## src/include/irrd_pkg.sv

```systemverilog
// constants and types for the infrared remote decoder
package irrd_pkg;

    // time base: base_time_unit = 256 periods of 455kHz, timed in 200kHz ticks
    localparam int          RCLK_HZ     = 200000;
    localparam int          FOSC_HZ     = 455000;
    localparam int          TM_DIV      = 256;
    localparam int          TM_TICKS_I  = RCLK_HZ * TM_DIV / FOSC_HZ;
    localparam int          CW          = 12;
    localparam logic [11:0] TM_TICKS    = 12'(TM_TICKS_I);
    localparam logic [11:0] CNT_MAX     = 12'hfff;

    // nominal widths in base_time_unit multiples
    localparam logic [4:0]  TM_1        = 5'h01;
    localparam logic [4:0]  TM_3        = 5'h03;
    localparam logic [4:0]  TM_4        = 5'h04;
    localparam logic [4:0]  TM_8        = 5'h08;
    localparam logic [4:0]  TM_16       = 5'h10;

    // tolerance: half a unit up to TM_BIG, a quarter of nominal above it
    localparam logic [4:0]  TM_BIG      = 5'h04;
    localparam int          TOL_SH_SML  = 1;
    localparam int          TOL_SH_BIG  = 2;

    // silence limits ending a segment
    localparam logic [4:0]  TMO_BIT     = 5'h06;
    localparam logic [4:0]  TMO_LEAD    = 5'h14;

    // frame layout, lsb first
    localparam logic [5:0]  FRAME_BITS  = 6'h20;
    localparam int          CUST_LSB    = 0;
    localparam int          CUST2_LSB   = 8;
    localparam int          CMD_LSB     = 16;
    localparam int          CMD2_LSB    = 24;

    // reset levels of the synchronisers
    localparam logic        IR_IDLE     = 1'b1;
    localparam logic        RCLK_RST    = 1'b0;

    typedef enum logic [2:0] {
        ST_IDLE,
        ST_LEAD_MARK,
        ST_LEAD_SPACE,
        ST_DATA_MARK,
        ST_DATA_SPACE,
        ST_REP_MARK,
        ST_REP_SPACE
    } irrd_state_t;

endpackage : irrd_pkg

```

## src/design/irrd_decoder.sv

```systemverilog
// pulse-distance infrared remote decoder, short and long leader
`timescale 1ns/100ps
module irrd_decoder (
    input  wire logic       mclk,
    input  wire logic       rstn,
    input  wire logic       ir_rx_n,
    input  wire logic       rclk_200k,
    input  wire logic       ir_enable,
    input  wire logic       serial_irq,
    input  wire logic       clr_frame,
    input  wire logic       clr_repeat,
    input  wire logic       clr_error,
    output logic            irq,
    output logic            frame_pend,
    output logic            repeat_pend,
    output logic            error_pend,
    output logic            proto_long,
    output logic [7:0]      cust_code,
    output logic [7:0]      cmd_code
);
    logic                   mark_start;
    logic                   mark_end;
    logic                   rtick;
    logic [11:0]            seg_count;
    logic [11:0]            seg_width;

    irrd_pkg::irrd_state_t  state_reg, state_next;
    logic [31:0]            bits_reg, bits_next;
    logic [5:0]             bitcnt_reg, bitcnt_next;
    logic                   long_reg, long_next;
    logic                   frame_reg, frame_next;
    logic                   repeat_reg, repeat_next;
    logic                   error_reg, error_next;
    logic [7:0]             cust_reg, cust_next;
    logic [7:0]             cmd_reg, cmd_next;

    logic                   tmo;
    logic                   done_ok;
    logic                   rep_hit;
    logic                   err_hit;
    logic                   shift_en;
    logic                   shift_bit;

    // nominal width of n units in ticks
    function automatic logic [16:0] tm_ticks(input logic [4:0] n);
        tm_ticks = 17'(n) * 17'(irrd_pkg::TM_TICKS);
    endfunction : tm_ticks

    // width within the tolerance window of n units
    function automatic logic near_tm(input logic [11:0] w, input logic [4:0] n);
        logic [16:0] nom;
        logic [16:0] tol;
        logic [16:0] wx;
        nom = tm_ticks(n);
        wx  = {5'h00, w};
        if (n > irrd_pkg::TM_BIG)
            tol = nom >> irrd_pkg::TOL_SH_BIG;
        else
            tol = 17'(irrd_pkg::TM_TICKS >> irrd_pkg::TOL_SH_SML);
        near_tm = (wx + tol >= nom) && (wx <= nom + tol);
    endfunction : near_tm

    // copy checks on a complete 32-bit frame
    function automatic logic frame_ok(input logic [31:0] b, input logic lng);
        logic [7:0] c1;
        logic [7:0] c2;
        logic [7:0] k1;
        logic [7:0] k2;
        c1 = b[irrd_pkg::CUST_LSB +: 8];
        c2 = b[irrd_pkg::CUST2_LSB +: 8];
        k1 = b[irrd_pkg::CMD_LSB +: 8];
        k2 = b[irrd_pkg::CMD2_LSB +: 8];
        if (lng)
            frame_ok = (c2 == ~c1) && (k2 == ~k1);
        else
            frame_ok = (c2 == c1) && (k2 == ~k1);
    endfunction : frame_ok

    irrd_sync u_sync (
        .mclk       (mclk),
        .rstn       (rstn),
        .ir_rx_n    (ir_rx_n),
        .rclk_200k  (rclk_200k),
        .mark_start (mark_start),
        .mark_end   (mark_end),
        .rtick      (rtick)
    );

    irrd_timer u_timer (
        .mclk       (mclk),
        .rstn       (rstn),
        .rtick      (rtick),
        .seg_edge   (mark_start | mark_end),
        .seg_count  (seg_count),
        .seg_width  (seg_width)
    );

    // silence limit depends on whether the leader is being measured
    always_comb begin
        if (state_reg == irrd_pkg::ST_LEAD_MARK || state_reg == irrd_pkg::ST_LEAD_SPACE)
            tmo = {5'h00, seg_count} >= tm_ticks(irrd_pkg::TMO_LEAD);
        else
            tmo = {5'h00, seg_count} >= tm_ticks(irrd_pkg::TMO_BIT);
    end

    // frame sequencer
    always_comb begin
        state_next  = state_reg;
        bits_next   = bits_reg;
        bitcnt_next = bitcnt_reg;
        long_next   = long_reg;
        done_ok     = 1'b0;
        rep_hit     = 1'b0;
        err_hit     = 1'b0;
        shift_en    = 1'b0;
        shift_bit   = 1'b0;
        case (state_reg)
            irrd_pkg::ST_IDLE: begin
                if (mark_start) begin
                    state_next = irrd_pkg::ST_LEAD_MARK;
                end
            end
            irrd_pkg::ST_LEAD_MARK: begin
                if (mark_end) begin
                    if (near_tm(seg_width, irrd_pkg::TM_16)) begin
                        long_next  = 1'b1;
                        state_next = irrd_pkg::ST_LEAD_SPACE;
                    end else if (near_tm(seg_width, irrd_pkg::TM_8)) begin
                        long_next  = 1'b0;
                        state_next = irrd_pkg::ST_LEAD_SPACE;
                    end else begin
                        err_hit = 1'b1;
                    end
                end else if (tmo) begin
                    err_hit = 1'b1;
                end
            end
            irrd_pkg::ST_LEAD_SPACE: begin
                if (mark_start) begin
                    if (near_tm(seg_width, irrd_pkg::TM_8)) begin
                        bitcnt_next = '0;
                        state_next  = irrd_pkg::ST_DATA_MARK;
                    end else if (long_reg && near_tm(seg_width, irrd_pkg::TM_4)) begin
                        state_next = irrd_pkg::ST_REP_MARK;
                    end else begin
                        err_hit = 1'b1;
                    end
                end else if (tmo) begin
                    err_hit = 1'b1;
                end
            end
            irrd_pkg::ST_DATA_MARK: begin
                if (mark_end) begin
                    if (near_tm(seg_width, irrd_pkg::TM_1))
                        state_next = irrd_pkg::ST_DATA_SPACE;
                    else
                        err_hit = 1'b1;
                end else if (tmo) begin
                    err_hit = 1'b1;
                end
            end
            irrd_pkg::ST_DATA_SPACE: begin
                // burst plus space: 2 units is zero, 4 units is one
                if (mark_start) begin
                    if (bitcnt_reg == irrd_pkg::FRAME_BITS) begin
                        err_hit = 1'b1;
                    end else if (near_tm(seg_width, irrd_pkg::TM_1)) begin
                        shift_en  = 1'b1;
                        shift_bit = 1'b0;
                    end else if (near_tm(seg_width, irrd_pkg::TM_3)) begin
                        shift_en  = 1'b1;
                        shift_bit = 1'b1;
                    end else begin
                        err_hit = 1'b1;
                    end
                end else if (tmo) begin
                    if (bitcnt_reg == irrd_pkg::FRAME_BITS) begin
                        if (frame_ok(bits_reg, long_reg))
                            done_ok = 1'b1;
                        else
                            err_hit = 1'b1;
                    end else if (bitcnt_reg == '0 && !long_reg) begin
                        rep_hit = 1'b1;
                    end else begin
                        err_hit = 1'b1;
                    end
                end
            end
            irrd_pkg::ST_REP_MARK: begin
                if (mark_end) begin
                    if (near_tm(seg_width, irrd_pkg::TM_1))
                        state_next = irrd_pkg::ST_REP_SPACE;
                    else
                        err_hit = 1'b1;
                end else if (tmo) begin
                    err_hit = 1'b1;
                end
            end
            irrd_pkg::ST_REP_SPACE: begin
                if (mark_start)
                    err_hit = 1'b1;
                else if (tmo)
                    rep_hit = 1'b1;
            end
            default: begin
                state_next = irrd_pkg::ST_IDLE;
            end
        endcase
        if (shift_en) begin
            bits_next   = {shift_bit, bits_reg[31:1]};
            bitcnt_next = bitcnt_reg + 6'h01;
            state_next  = irrd_pkg::ST_DATA_MARK;
        end
        if (err_hit || rep_hit || done_ok)
            state_next = irrd_pkg::ST_IDLE;
        if (!ir_enable)
            state_next = irrd_pkg::ST_IDLE;
    end

    // pending flags and decoded codes; a set beats a clear in the same cycle
    always_comb begin
        frame_next  = (frame_reg & ~clr_frame) | done_ok;
        repeat_next = (repeat_reg & ~clr_repeat) | rep_hit;
        error_next  = (error_reg & ~clr_error) | err_hit;
        cust_next   = cust_reg;
        cmd_next    = cmd_reg;
        if (done_ok) begin
            cust_next = bits_reg[irrd_pkg::CUST_LSB +: 8];
            cmd_next  = bits_reg[irrd_pkg::CMD_LSB +: 8];
        end
    end

    always_ff @(posedge mclk) begin
        if (!rstn) begin
            state_reg  <= irrd_pkg::ST_IDLE;
            bits_reg   <= '0;
            bitcnt_reg <= '0;
            long_reg   <= 1'b0;
            frame_reg  <= 1'b0;
            repeat_reg <= 1'b0;
            error_reg  <= 1'b0;
            cust_reg   <= '0;
            cmd_reg    <= '0;
        end else begin
            state_reg  <= state_next;
            bits_reg   <= bits_next;
            bitcnt_reg <= bitcnt_next;
            long_reg   <= long_next;
            frame_reg  <= frame_next;
            repeat_reg <= repeat_next;
            error_reg  <= error_next;
            cust_reg   <= cust_next;
            cmd_reg    <= cmd_next;
        end
    end

    // shared line with the first serial port
    assign irq         = serial_irq | frame_reg | repeat_reg | error_reg;
    assign frame_pend  = frame_reg;
    assign repeat_pend = repeat_reg;
    assign error_pend  = error_reg;
    assign proto_long  = long_reg;
    assign cust_code   = cust_reg;
    assign cmd_code    = cmd_reg;
endmodule : irrd_decoder

```

## src/design/irrd_sync.sv

```systemverilog
// pin synchronisers, edge and tick detection
`timescale 1ns/100ps
module irrd_sync (
    input  wire logic mclk,
    input  wire logic rstn,
    input  wire logic ir_rx_n,
    input  wire logic rclk_200k,
    output logic      mark_start,
    output logic      mark_end,
    output logic      rtick
);
    logic ir_s1_reg, ir_s2_reg, ir_s3_reg;
    logic rc_s1_reg, rc_s2_reg, rc_s3_reg;
    logic ir_s1_next, ir_s2_next, ir_s3_next;
    logic rc_s1_next, rc_s2_next, rc_s3_next;

    always_comb begin
        ir_s1_next = ir_rx_n;
        ir_s2_next = ir_s1_reg;
        ir_s3_next = ir_s2_reg;
        rc_s1_next = rclk_200k;
        rc_s2_next = rc_s1_reg;
        rc_s3_next = rc_s2_reg;
    end

    always_ff @(posedge mclk) begin
        if (!rstn) begin
            ir_s1_reg <= irrd_pkg::IR_IDLE;
            ir_s2_reg <= irrd_pkg::IR_IDLE;
            ir_s3_reg <= irrd_pkg::IR_IDLE;
            rc_s1_reg <= irrd_pkg::RCLK_RST;
            rc_s2_reg <= irrd_pkg::RCLK_RST;
            rc_s3_reg <= irrd_pkg::RCLK_RST;
        end else begin
            ir_s1_reg <= ir_s1_next;
            ir_s2_reg <= ir_s2_next;
            ir_s3_reg <= ir_s3_next;
            rc_s1_reg <= rc_s1_next;
            rc_s2_reg <= rc_s2_next;
            rc_s3_reg <= rc_s3_next;
        end
    end

    // burst shows as low level on the receiver pin
    assign mark_start = ir_s3_reg & ~ir_s2_reg;
    assign mark_end   = ~ir_s3_reg & ir_s2_reg;
    // one tick per rising edge of the 200kHz clock
    assign rtick      = rc_s2_reg & ~rc_s3_reg;

endmodule : irrd_sync

```

## src/design/irrd_timer.sv

```systemverilog
// segment width counter in 200kHz ticks
`timescale 1ns/100ps
module irrd_timer (
    input  wire logic        mclk,
    input  wire logic        rstn,
    input  wire logic        rtick,
    input  wire logic        seg_edge,
    output logic [11:0]      seg_count,
    output logic [11:0]      seg_width
);
    logic [11:0] cnt_reg, cnt_next;
    logic [11:0] width_reg, width_next;

    always_comb begin
        cnt_next   = cnt_reg;
        width_next = width_reg;
        if (seg_edge) begin
            cnt_next   = '0;
            width_next = cnt_reg;
        end else if (rtick && cnt_reg != irrd_pkg::CNT_MAX) begin
            cnt_next = cnt_reg + 12'h001;
        end
    end

    always_ff @(posedge mclk) begin
        if (!rstn) begin
            cnt_reg   <= '0;
            width_reg <= '0;
        end else begin
            cnt_reg   <= cnt_next;
            width_reg <= width_next;
        end
    end

    assign seg_count = cnt_reg;
    assign seg_width = width_next;

endmodule : irrd_timer

```

## config.mk

```make
export PLATFORM = sky130hd
export DESIGN_NAME = irrd_decoder
export DESIGN_NICKNAME = d
export VERILOG_FILES = /design/src/include/irrd_pkg.sv /design/src/design/irrd_decoder.sv /design/src/design/irrd_sync.sv /design/src/design/irrd_timer.sv
export SDC_FILE = /design/constraint.sdc
export NUM_CORES = 1
export LEC_CHECK = 0
export BUFFER_PORTS_ARGS = -buffer_cell sky130_fd_sc_hd__buf_4
export CAP_MARGIN = 20
export CORE_MARGIN = 4
export CORE_UTILIZATION = 56
export DETAILED_ROUTE_END_ITERATION = 10
export PLACE_DENSITY = 0.82
export SLEW_MARGIN = 20
export SYNTH_ARGS = -nofsm -noshare
export SYNTH_HDL_FRONTEND = slang
export SYNTH_SLANG_ARGS = --single-unit
```

## constraint.sdc

```tcl
create_clock -name mclk -period 4.2 [get_ports mclk]
set_input_delay 0.21 -clock mclk [delete_from_list [all_inputs] [get_ports mclk]]
set_output_delay 0.21 -clock mclk [all_outputs]
set_load 0.02 [all_outputs]
```

==> results_dict.tcl, run 1 <==
set metrics [dict create \
    core_sq_mm 0.00822 \
    port_buffers 29 \
    p_per_area_mw_per_mm2 297 \
    post-route-min-period_ns 3.73 \
    leakagePower_nw 2.37 \
    synth-seq-area-share_pct 38.3 \
    yosysTopAreaCell "dfxtp_1" \
    wl_met2_um 4560 \
    avgSynthCellArea_sq_um 9.05 \
    drive_above_1_share_pct 13.7 \
    syn_area_sq_mm 0.00475 \
    drt_iter0_markers 233 \
    ant_nets 0 \
    gp_congestion 0.933 \
    h-tree-depth 3 \
    cts.sinks 91 \
    hold_depth 2 \
    path_clk_slew_ns 0.10 \
    grt_pass1_wl_um 17000 \
    routedLengthMet1_um 4690 \
    path_buf_inv 1 \
    cp_top_family "simple AND/OR/NAND/NOR gates" \
    hold_viol_final 0 \
    remaining_drc_errors 0 \
    relSlewSlack_pct 33.9 \
    cap_violations 0 \
    avgRoutedWirePerCell_um 15.0 \
    row_count 33 \
    ys_ff_latch 91 \
    finalSetupViolCount 0 \
    dr.max_layer_used "met4" \
    fin_crit_sh_pct 88.9 \
    min_from "ir_rx_n" \
    via_count 3734 \
    synth_nets 543 \
    worst_r2r_endpoint "state_reg[2]" \
    clk_latency_ns 0.36 \
    worstHoldPathType "in -> reg" \
    yosysTopAreaCellShare_pct 38.3 \
    synthCells 525 \
    grt_pass1_vias 3659 \
    firstDrtPassIters 5 \
    slew_viol_final 0 \
    vias_per_cell 5.73 \
    status "completed" \
    cp_slowest_cell "and2_4" \
    postPlaceCellArea_sq_mm 0.00494 \
    die_x_um 100 \
    synth_flop_cell "dfxtp_1" \
    largest_register_ffs 32 \
    track_usage_pct 20.6 \
    n_antenna_cell 0 \
    cts_tree "yes" \
    crit_chain "inv_1, ha_1, mux2i_1, ha_1, nor2b_1, o22ai_1, nand2_1, nand3_1, o211ai_2, and2_4, nand2_1, nor4b_2" \
    synth_edf_count 0 \
    stdcell_area_sq_mm 0.00513 \
    yosys-top-cells-count "dfxtp_1 (91), nor2_1 (90), mux2i_1 (54), nand2_1 (33), a21oi_1 (24)" \
    antenna_found_initial 0 \
    cts.hold.buffers_added 0 \
    postCtsSetupBuffers 0 \
    critPathMaxStageDelay_ns 0.58 \
    dieArea_sq_mm 0.0100 \
    r2r_slack_ns 0.47 \
    worst_pin_slew_ns 0.989 \
    drt-total-wl_um 9750 \
    arrival_ns 4.01 \
    yosys_warnings 0 \
    nets 560 \
    die-height_um 100 \
    synthArstFlopShare_pct 0 \
    path_class "reg -> reg" \
    rsz0062_at_grt "no" \
    reg2reg_from "u_sync.ir_s3_reg" \
    grt-ovfl-total 0 \
    root_buffer "clkbuf_8" \
    synth_cell_types 71 \
    setup_tns_ns 0 \
    area_growth_pct 7.98 \
    cts-resized-gates 0 \
    start_util_pct 57.8 \
    synth_area_leaders "dfxtp_1 (38%), mux2i_1 (11%), nor2_1 (7.1%), xor2_1 (3.3%), xnor2_1 (2.9%)" \
    fillers 708 \
    grt_max_degree 66 \
    ir_drop_mv 0.289 \
    yosysMostFrequentCell "dfxtp_1" \
    fmax_mhz 268 \
    cts_buffers 9 \
    fin_skew_ns 0.0146 \
    required_ns 4.47 \
    reg2reg_depth 12 \
    dp_hpwl_um 7030 \
    hold_end "u_sync.ir_s1_reg" \
    route.met3.wl_um 304 \
    ioPinCount 30 \
    start_kind "register" \
    cts_buffer_depth 2 \
    endpoint_kind "register" \
    cp_max_fo 35 \
]
==> per-layer routing <==
metal  vias up  GRT usage [%]
li1       1869              -
met1      1758           27.4
met2        89           34.2
met3        18           3.34
met4         0           6.94
met5         -              0
==> logic make-up after synthesis <==
kind of cell	after synthesis	share of synthesized area [%]
compound gates	91	14.1
simple gates	196	20.1
fa+ha+maj	9	2.37
buf+inv	43	5.19
flops	91	38.3
xor+xnor	34	6.27
mux	61	13.6
==> how the worst max path moves through the flow <==
stage | depth (start not counted) | from | end
2_1_floorplan | 18 | u_sync.ir_s3_reg | bits_reg[16]
3_3_place_gp | 12 | u_sync.ir_s3_reg | bits_reg[20]
3_5_place_dp | 12 | u_sync.ir_s3_reg | state_reg[2]
4_1_cts | 12 | u_sync.ir_s3_reg | state_reg[2]
5_1_grt | 12 | u_sync.ir_s3_reg | state_reg[2]
6_report | 12 | u_sync.ir_s3_reg | state_reg[2]
==> metrics by stage <==
step | setup WS, ns | hold slack [ns] | utilization [%] | std cells | power [W]
floorplan | 0.596 | 0.311 | - | 525 | 0.000952
global placement | 0.627 | 0.391 | 60.1 | 636 | 0.000970
detailed placement | 0.473 | 0.406 | 60.1 | 636 | 0.000971
CTS | 0.463 | 0.0473 | 62.4 | 652 | 0.00154
global route | 0.127 | 0.0429 | 62.4 | 652 | 0.00160
finish | 0.468 | 0.0601 | 62.4 | 652 | 0.00153
==> area by class of cell <==
type                    count  area [sq um]  area share [%]
multi-input cells         391          2680            52.3
flip-flops and latches     91          1820            35.5
repair buffers             32           240            4.68
well taps                 105           131            2.56
clock buffers               9           124            2.41
clock inverters             7          65.1            1.27
inverters                  17          65.1            1.27
==> layout by cell type (no fill, tap or decap), types with 3 or more instances in the layout <==
master    count
a21o_1        3
a21oi_1      24
a311oi_1      5
a31oi_1       3
and2_1        4
and3_1        4
buf_4        32
clkbuf_8      9
dfxtp_1      91
ha_1          9
inv_1        16
mux2_2        4
mux2i_1      54
nand2_1      33
nand2b_1      9
nand3_1       9
nand4_1       5
nor2_1       90
nor2b_1       5
nor3_1        7
nor3b_1       4
nor4_1        7
o211ai_1      4
o21a_1        3
o21ai_0      11
o21ai_1       6
o22ai_1       3
or2_2         4
xnor2_1      16
xor2_1       18
==> report_power, final <==
group | switching, W | leakage (nW) | internal [W]
combinational | 0.0000508 | 1.54 | 0.0000314
clock | 0.000344 | 0.0943 | 0.000230
sequential | 0.00000348 | 0.734 | 0.000866
total | 0.000398 | 2.37 | 0.00113
Note: power is estimated with default switching activity, not from simulation.
==> run 2, diff against run 1 <==
--- a/config.mk
+++ b/config.mk
@@ -14,4 +14,5 @@
 export SLEW_MARGIN = 20
 export SYNTH_ARGS = -nofsm -noshare
 export SYNTH_HDL_FRONTEND = slang
+export SYNTH_HIERARCHICAL = 1
 export SYNTH_SLANG_ARGS = --single-unit
==> run 2 against run 1 <==
Against the previous run:
- setup slack worse by 0.12 ns
- critical path depth stayed put
- clock-buffer cell count is 1 higher
- final cell count is 1.8% lower
- clock skew is 0.0010 ns lower
- global-route usage is 0.40 points higher
==> results_dict.tcl, run 2 <==
set metrics [dict create \
    final_cell_mix "dfxtp_1 (91), nor2_1 (68), mux2i_1 (48)" \
    fmax_mhz 260 \
    worstHoldPathType "in -> reg" \
    drt_iter0_markers 179 \
    synth_compound_area_share_pct 15.8 \
    row_count 33 \
    yosys-top-cells-count "dfxtp_1 (91), nor2_1 (68), mux2i_1 (48), nand2_1 (19)" \
    grt_pass1_wl_um 17200 \
    status "completed" \
    via_count 3796 \
    reg2reg_from "u_sync/ir_s2_reg" \
    crit_start "u_sync/ir_s2_reg" \
    endpoint_kind "register" \
    cts.sinks 91 \
    synthXorXnorAreaFrac_pct 3.19 \
    yosysTopAreaCellShare_pct 39.0 \
    synthMuxAreaShare_pct 13.2 \
    yosysMostFrequentCell "dfxtp_1" \
    nets 546 \
    ir_drop_mv 0.228 \
    avgSynthCellArea_sq_um 9.17 \
    final_cells 640 \
    vias_per_cell 5.93 \
    finalSetupViolCount 0 \
    cts_buffer_depth 2 \
    die_x_um 99.4 \
    synth_nets 525 \
    setup_tns_ns 0 \
    avgRoutedWirePerCell_um 15.8 \
    root_buffer "clkbuf_8" \
    synth_edf_count 0 \
    synth_cell_types 73 \
    synthCells 510 \
    largest_register_ffs 32 \
    core_sq_mm 0.00818 \
    n_antenna_cell 0 \
    dp_hpwl_um 7070 \
    final_common_cell "dfxtp_1" \
    firstDrtPassIters 4 \
    worst_pin_slew_ns 0.907 \
    fin_crit_sh_pct 91.7 \
    dieArea_sq_mm 0.00987 \
    arrival_ns 4.11 \
    grt_use_met2_pct 35.1 \
    drive_above_1_share_pct 15.0 \
    grt-ovfl-total 0 \
    yosysTopAreaCell "dfxtp_1" \
    fin_skew_ns 0.0136 \
    min_from "ir_rx_n" \
    cts.hold.buffers_added 0 \
    yosys.area_share.simple_pct 22.9 \
    path_class "reg -> reg" \
    remaining_drc_errors 0 \
    leakagePower_nw 2.00 \
    drt-total-wl_um 10100 \
    grt_util_met3_pct 4.21 \
    path_clk_slew_ns 0.09 \
    antenna_found_initial 0 \
    cts_buffers 9 \
    p_per_area_mw_per_mm2 288 \
    syn_area_sq_mm 0.00467 \
    die-height_um 99.4 \
    synthAdderAreaFrac_pct 1.61 \
    rsz0062_at_grt "no" \
    area_growth_pct 9.64 \
    start_kind "register" \
    start_util_pct 57.2 \
    track_usage_pct 21.0 \
    clk_latency_ns 0.36 \
    synth_top_family_by_area "simple AND/OR/NAND/NOR gates" \
    grt.busiest_layer "met2" \
    grt_max_degree 56 \
    slew_viol_final 0 \
    use_met1_pct 26.3 \
    cap_violations 0 \
    synthArstFlopShare_pct 0 \
    synth-seq-area-share_pct 39.0 \
    grt_pass1_vias 3681 \
    cp_max_fo 14 \
    post-route-min-period_ns 3.85 \
    ioPinCount 30 \
    synth_flop_cell "dfxtp_1" \
    port_buffers 29 \
    hold_viol_final 0 \
    cts_tree "yes" \
    synth_area_leaders "dfxtp_1 (39%), mux2i_1 (10%), nor2_1 (5.5%), mux2_2 (2.9%), and2_1 (2.0%)" \
    ys_ff_latch 91 \
    ant_nets 0 \
    placed_cells 624 \
    h-tree-depth 3 \
    gp_congestion 0.912 \
    relSlewSlack_pct 39.5 \
    yosys_warnings 6 \
    required_ns 4.46 \
]
-- run 2: cell count changes after synthesis, moves of 8 or more --
cell     previous run  this run
or3_1               1        10
xor2_1             18         7
mux2_2              4        12
and2_1              4        15
nor2_1             90        68
nand2_1            33        19
-- run 2: area by class of cell --
type                            count  area, sq um
Timing Repair Buffer               33          260
Inverter                           18         67.6
Clock inverter                      5         45.0
Clock buffer                       10          138
Fill cell                         699         3050
Tap cell                          105          131
Multi-Input combinational cell    378         2660
Sequential cell                    91         1820
-- run 2: worst max-delay path, stage by stage, from the launching register on --
cell	delay [ns]
dfxtp_1	0.35
nor2b_1	0.27
or2_2	0.36
mux2_2	0.43
inv_1	0.09
ha_1	0.31
nand2b_4	0.09
a211oi_1	0.27
o211ai_2	0.19
o2111ai_1	0.47
o21ai_4	0.26
o21a_1	0.34
a311oi_1	0.31
-- run 2: where the power goes --
group | total, W | internal [W] | switching, W
clock network | 0.000562 | 0.000238 | 0.000324
registers | 0.000869 | 0.000866 | 0.00000302
logic | 0.0000468 | 0.0000178 | 0.0000290
total | 0.00148 | 0.00112 | 0.000356
-- run 2: cells by family (layout without fill, tap and decap cells) --
group                    Yosys count  count (layout)
AND/OR/NAND/NOR                  196             196
AO/OA/AOI/OAI                     98              99
flip-flops                        91              91
multiplexers                      60              60
buffers and inverters             42              66
XOR/XNOR                          17              17
adder cells (fa/ha/maj)            6               6
-- run 2: stage by stage --
stage               setup WS [ns]  util [%]  hold slack (ns)  total power [W]  cell area [sq um]
floorplan                   0.809         -            0.283         0.000920               4670
global placement            0.538      60.3            0.392         0.000935               4930
detailed placement          0.321      60.3            0.396         0.000935               4930
CTS                         0.288      62.6           0.0139          0.00149               5120
global route               0.0701      62.7           0.0285          0.00153               5120
finish                      0.348      62.7           0.0351          0.00148               5120
-- run 2: final timing paths --
check / to / slack, ns / depth (start not counted)
worst max-delay path: bitcnt_reg[4] / 0.35 / 12
worst min-delay path: u_sync/ir_s1_reg / 0.04 / 2
worst max register to register: bitcnt_reg[4] / 0.35 / 12
worst min register to register: u_sync/ir_s2_reg / 0.42 / 1
-- run 2: what timing repair did --
action | 4_1_cts | 5_1_grt
buffers inserted | 0 | 0
gates resized for setup | 0 | 0
endpoints found under the setup margin | 0 | 22
-- run 2: routing by layer --
layer / vias up / part of all wire [%]
li1: 1892 / -
met1: 1803 / 45
met2: 84 / 49
met3: 17 / 3.5
met4: 0 / 1.8
met5: - / 0
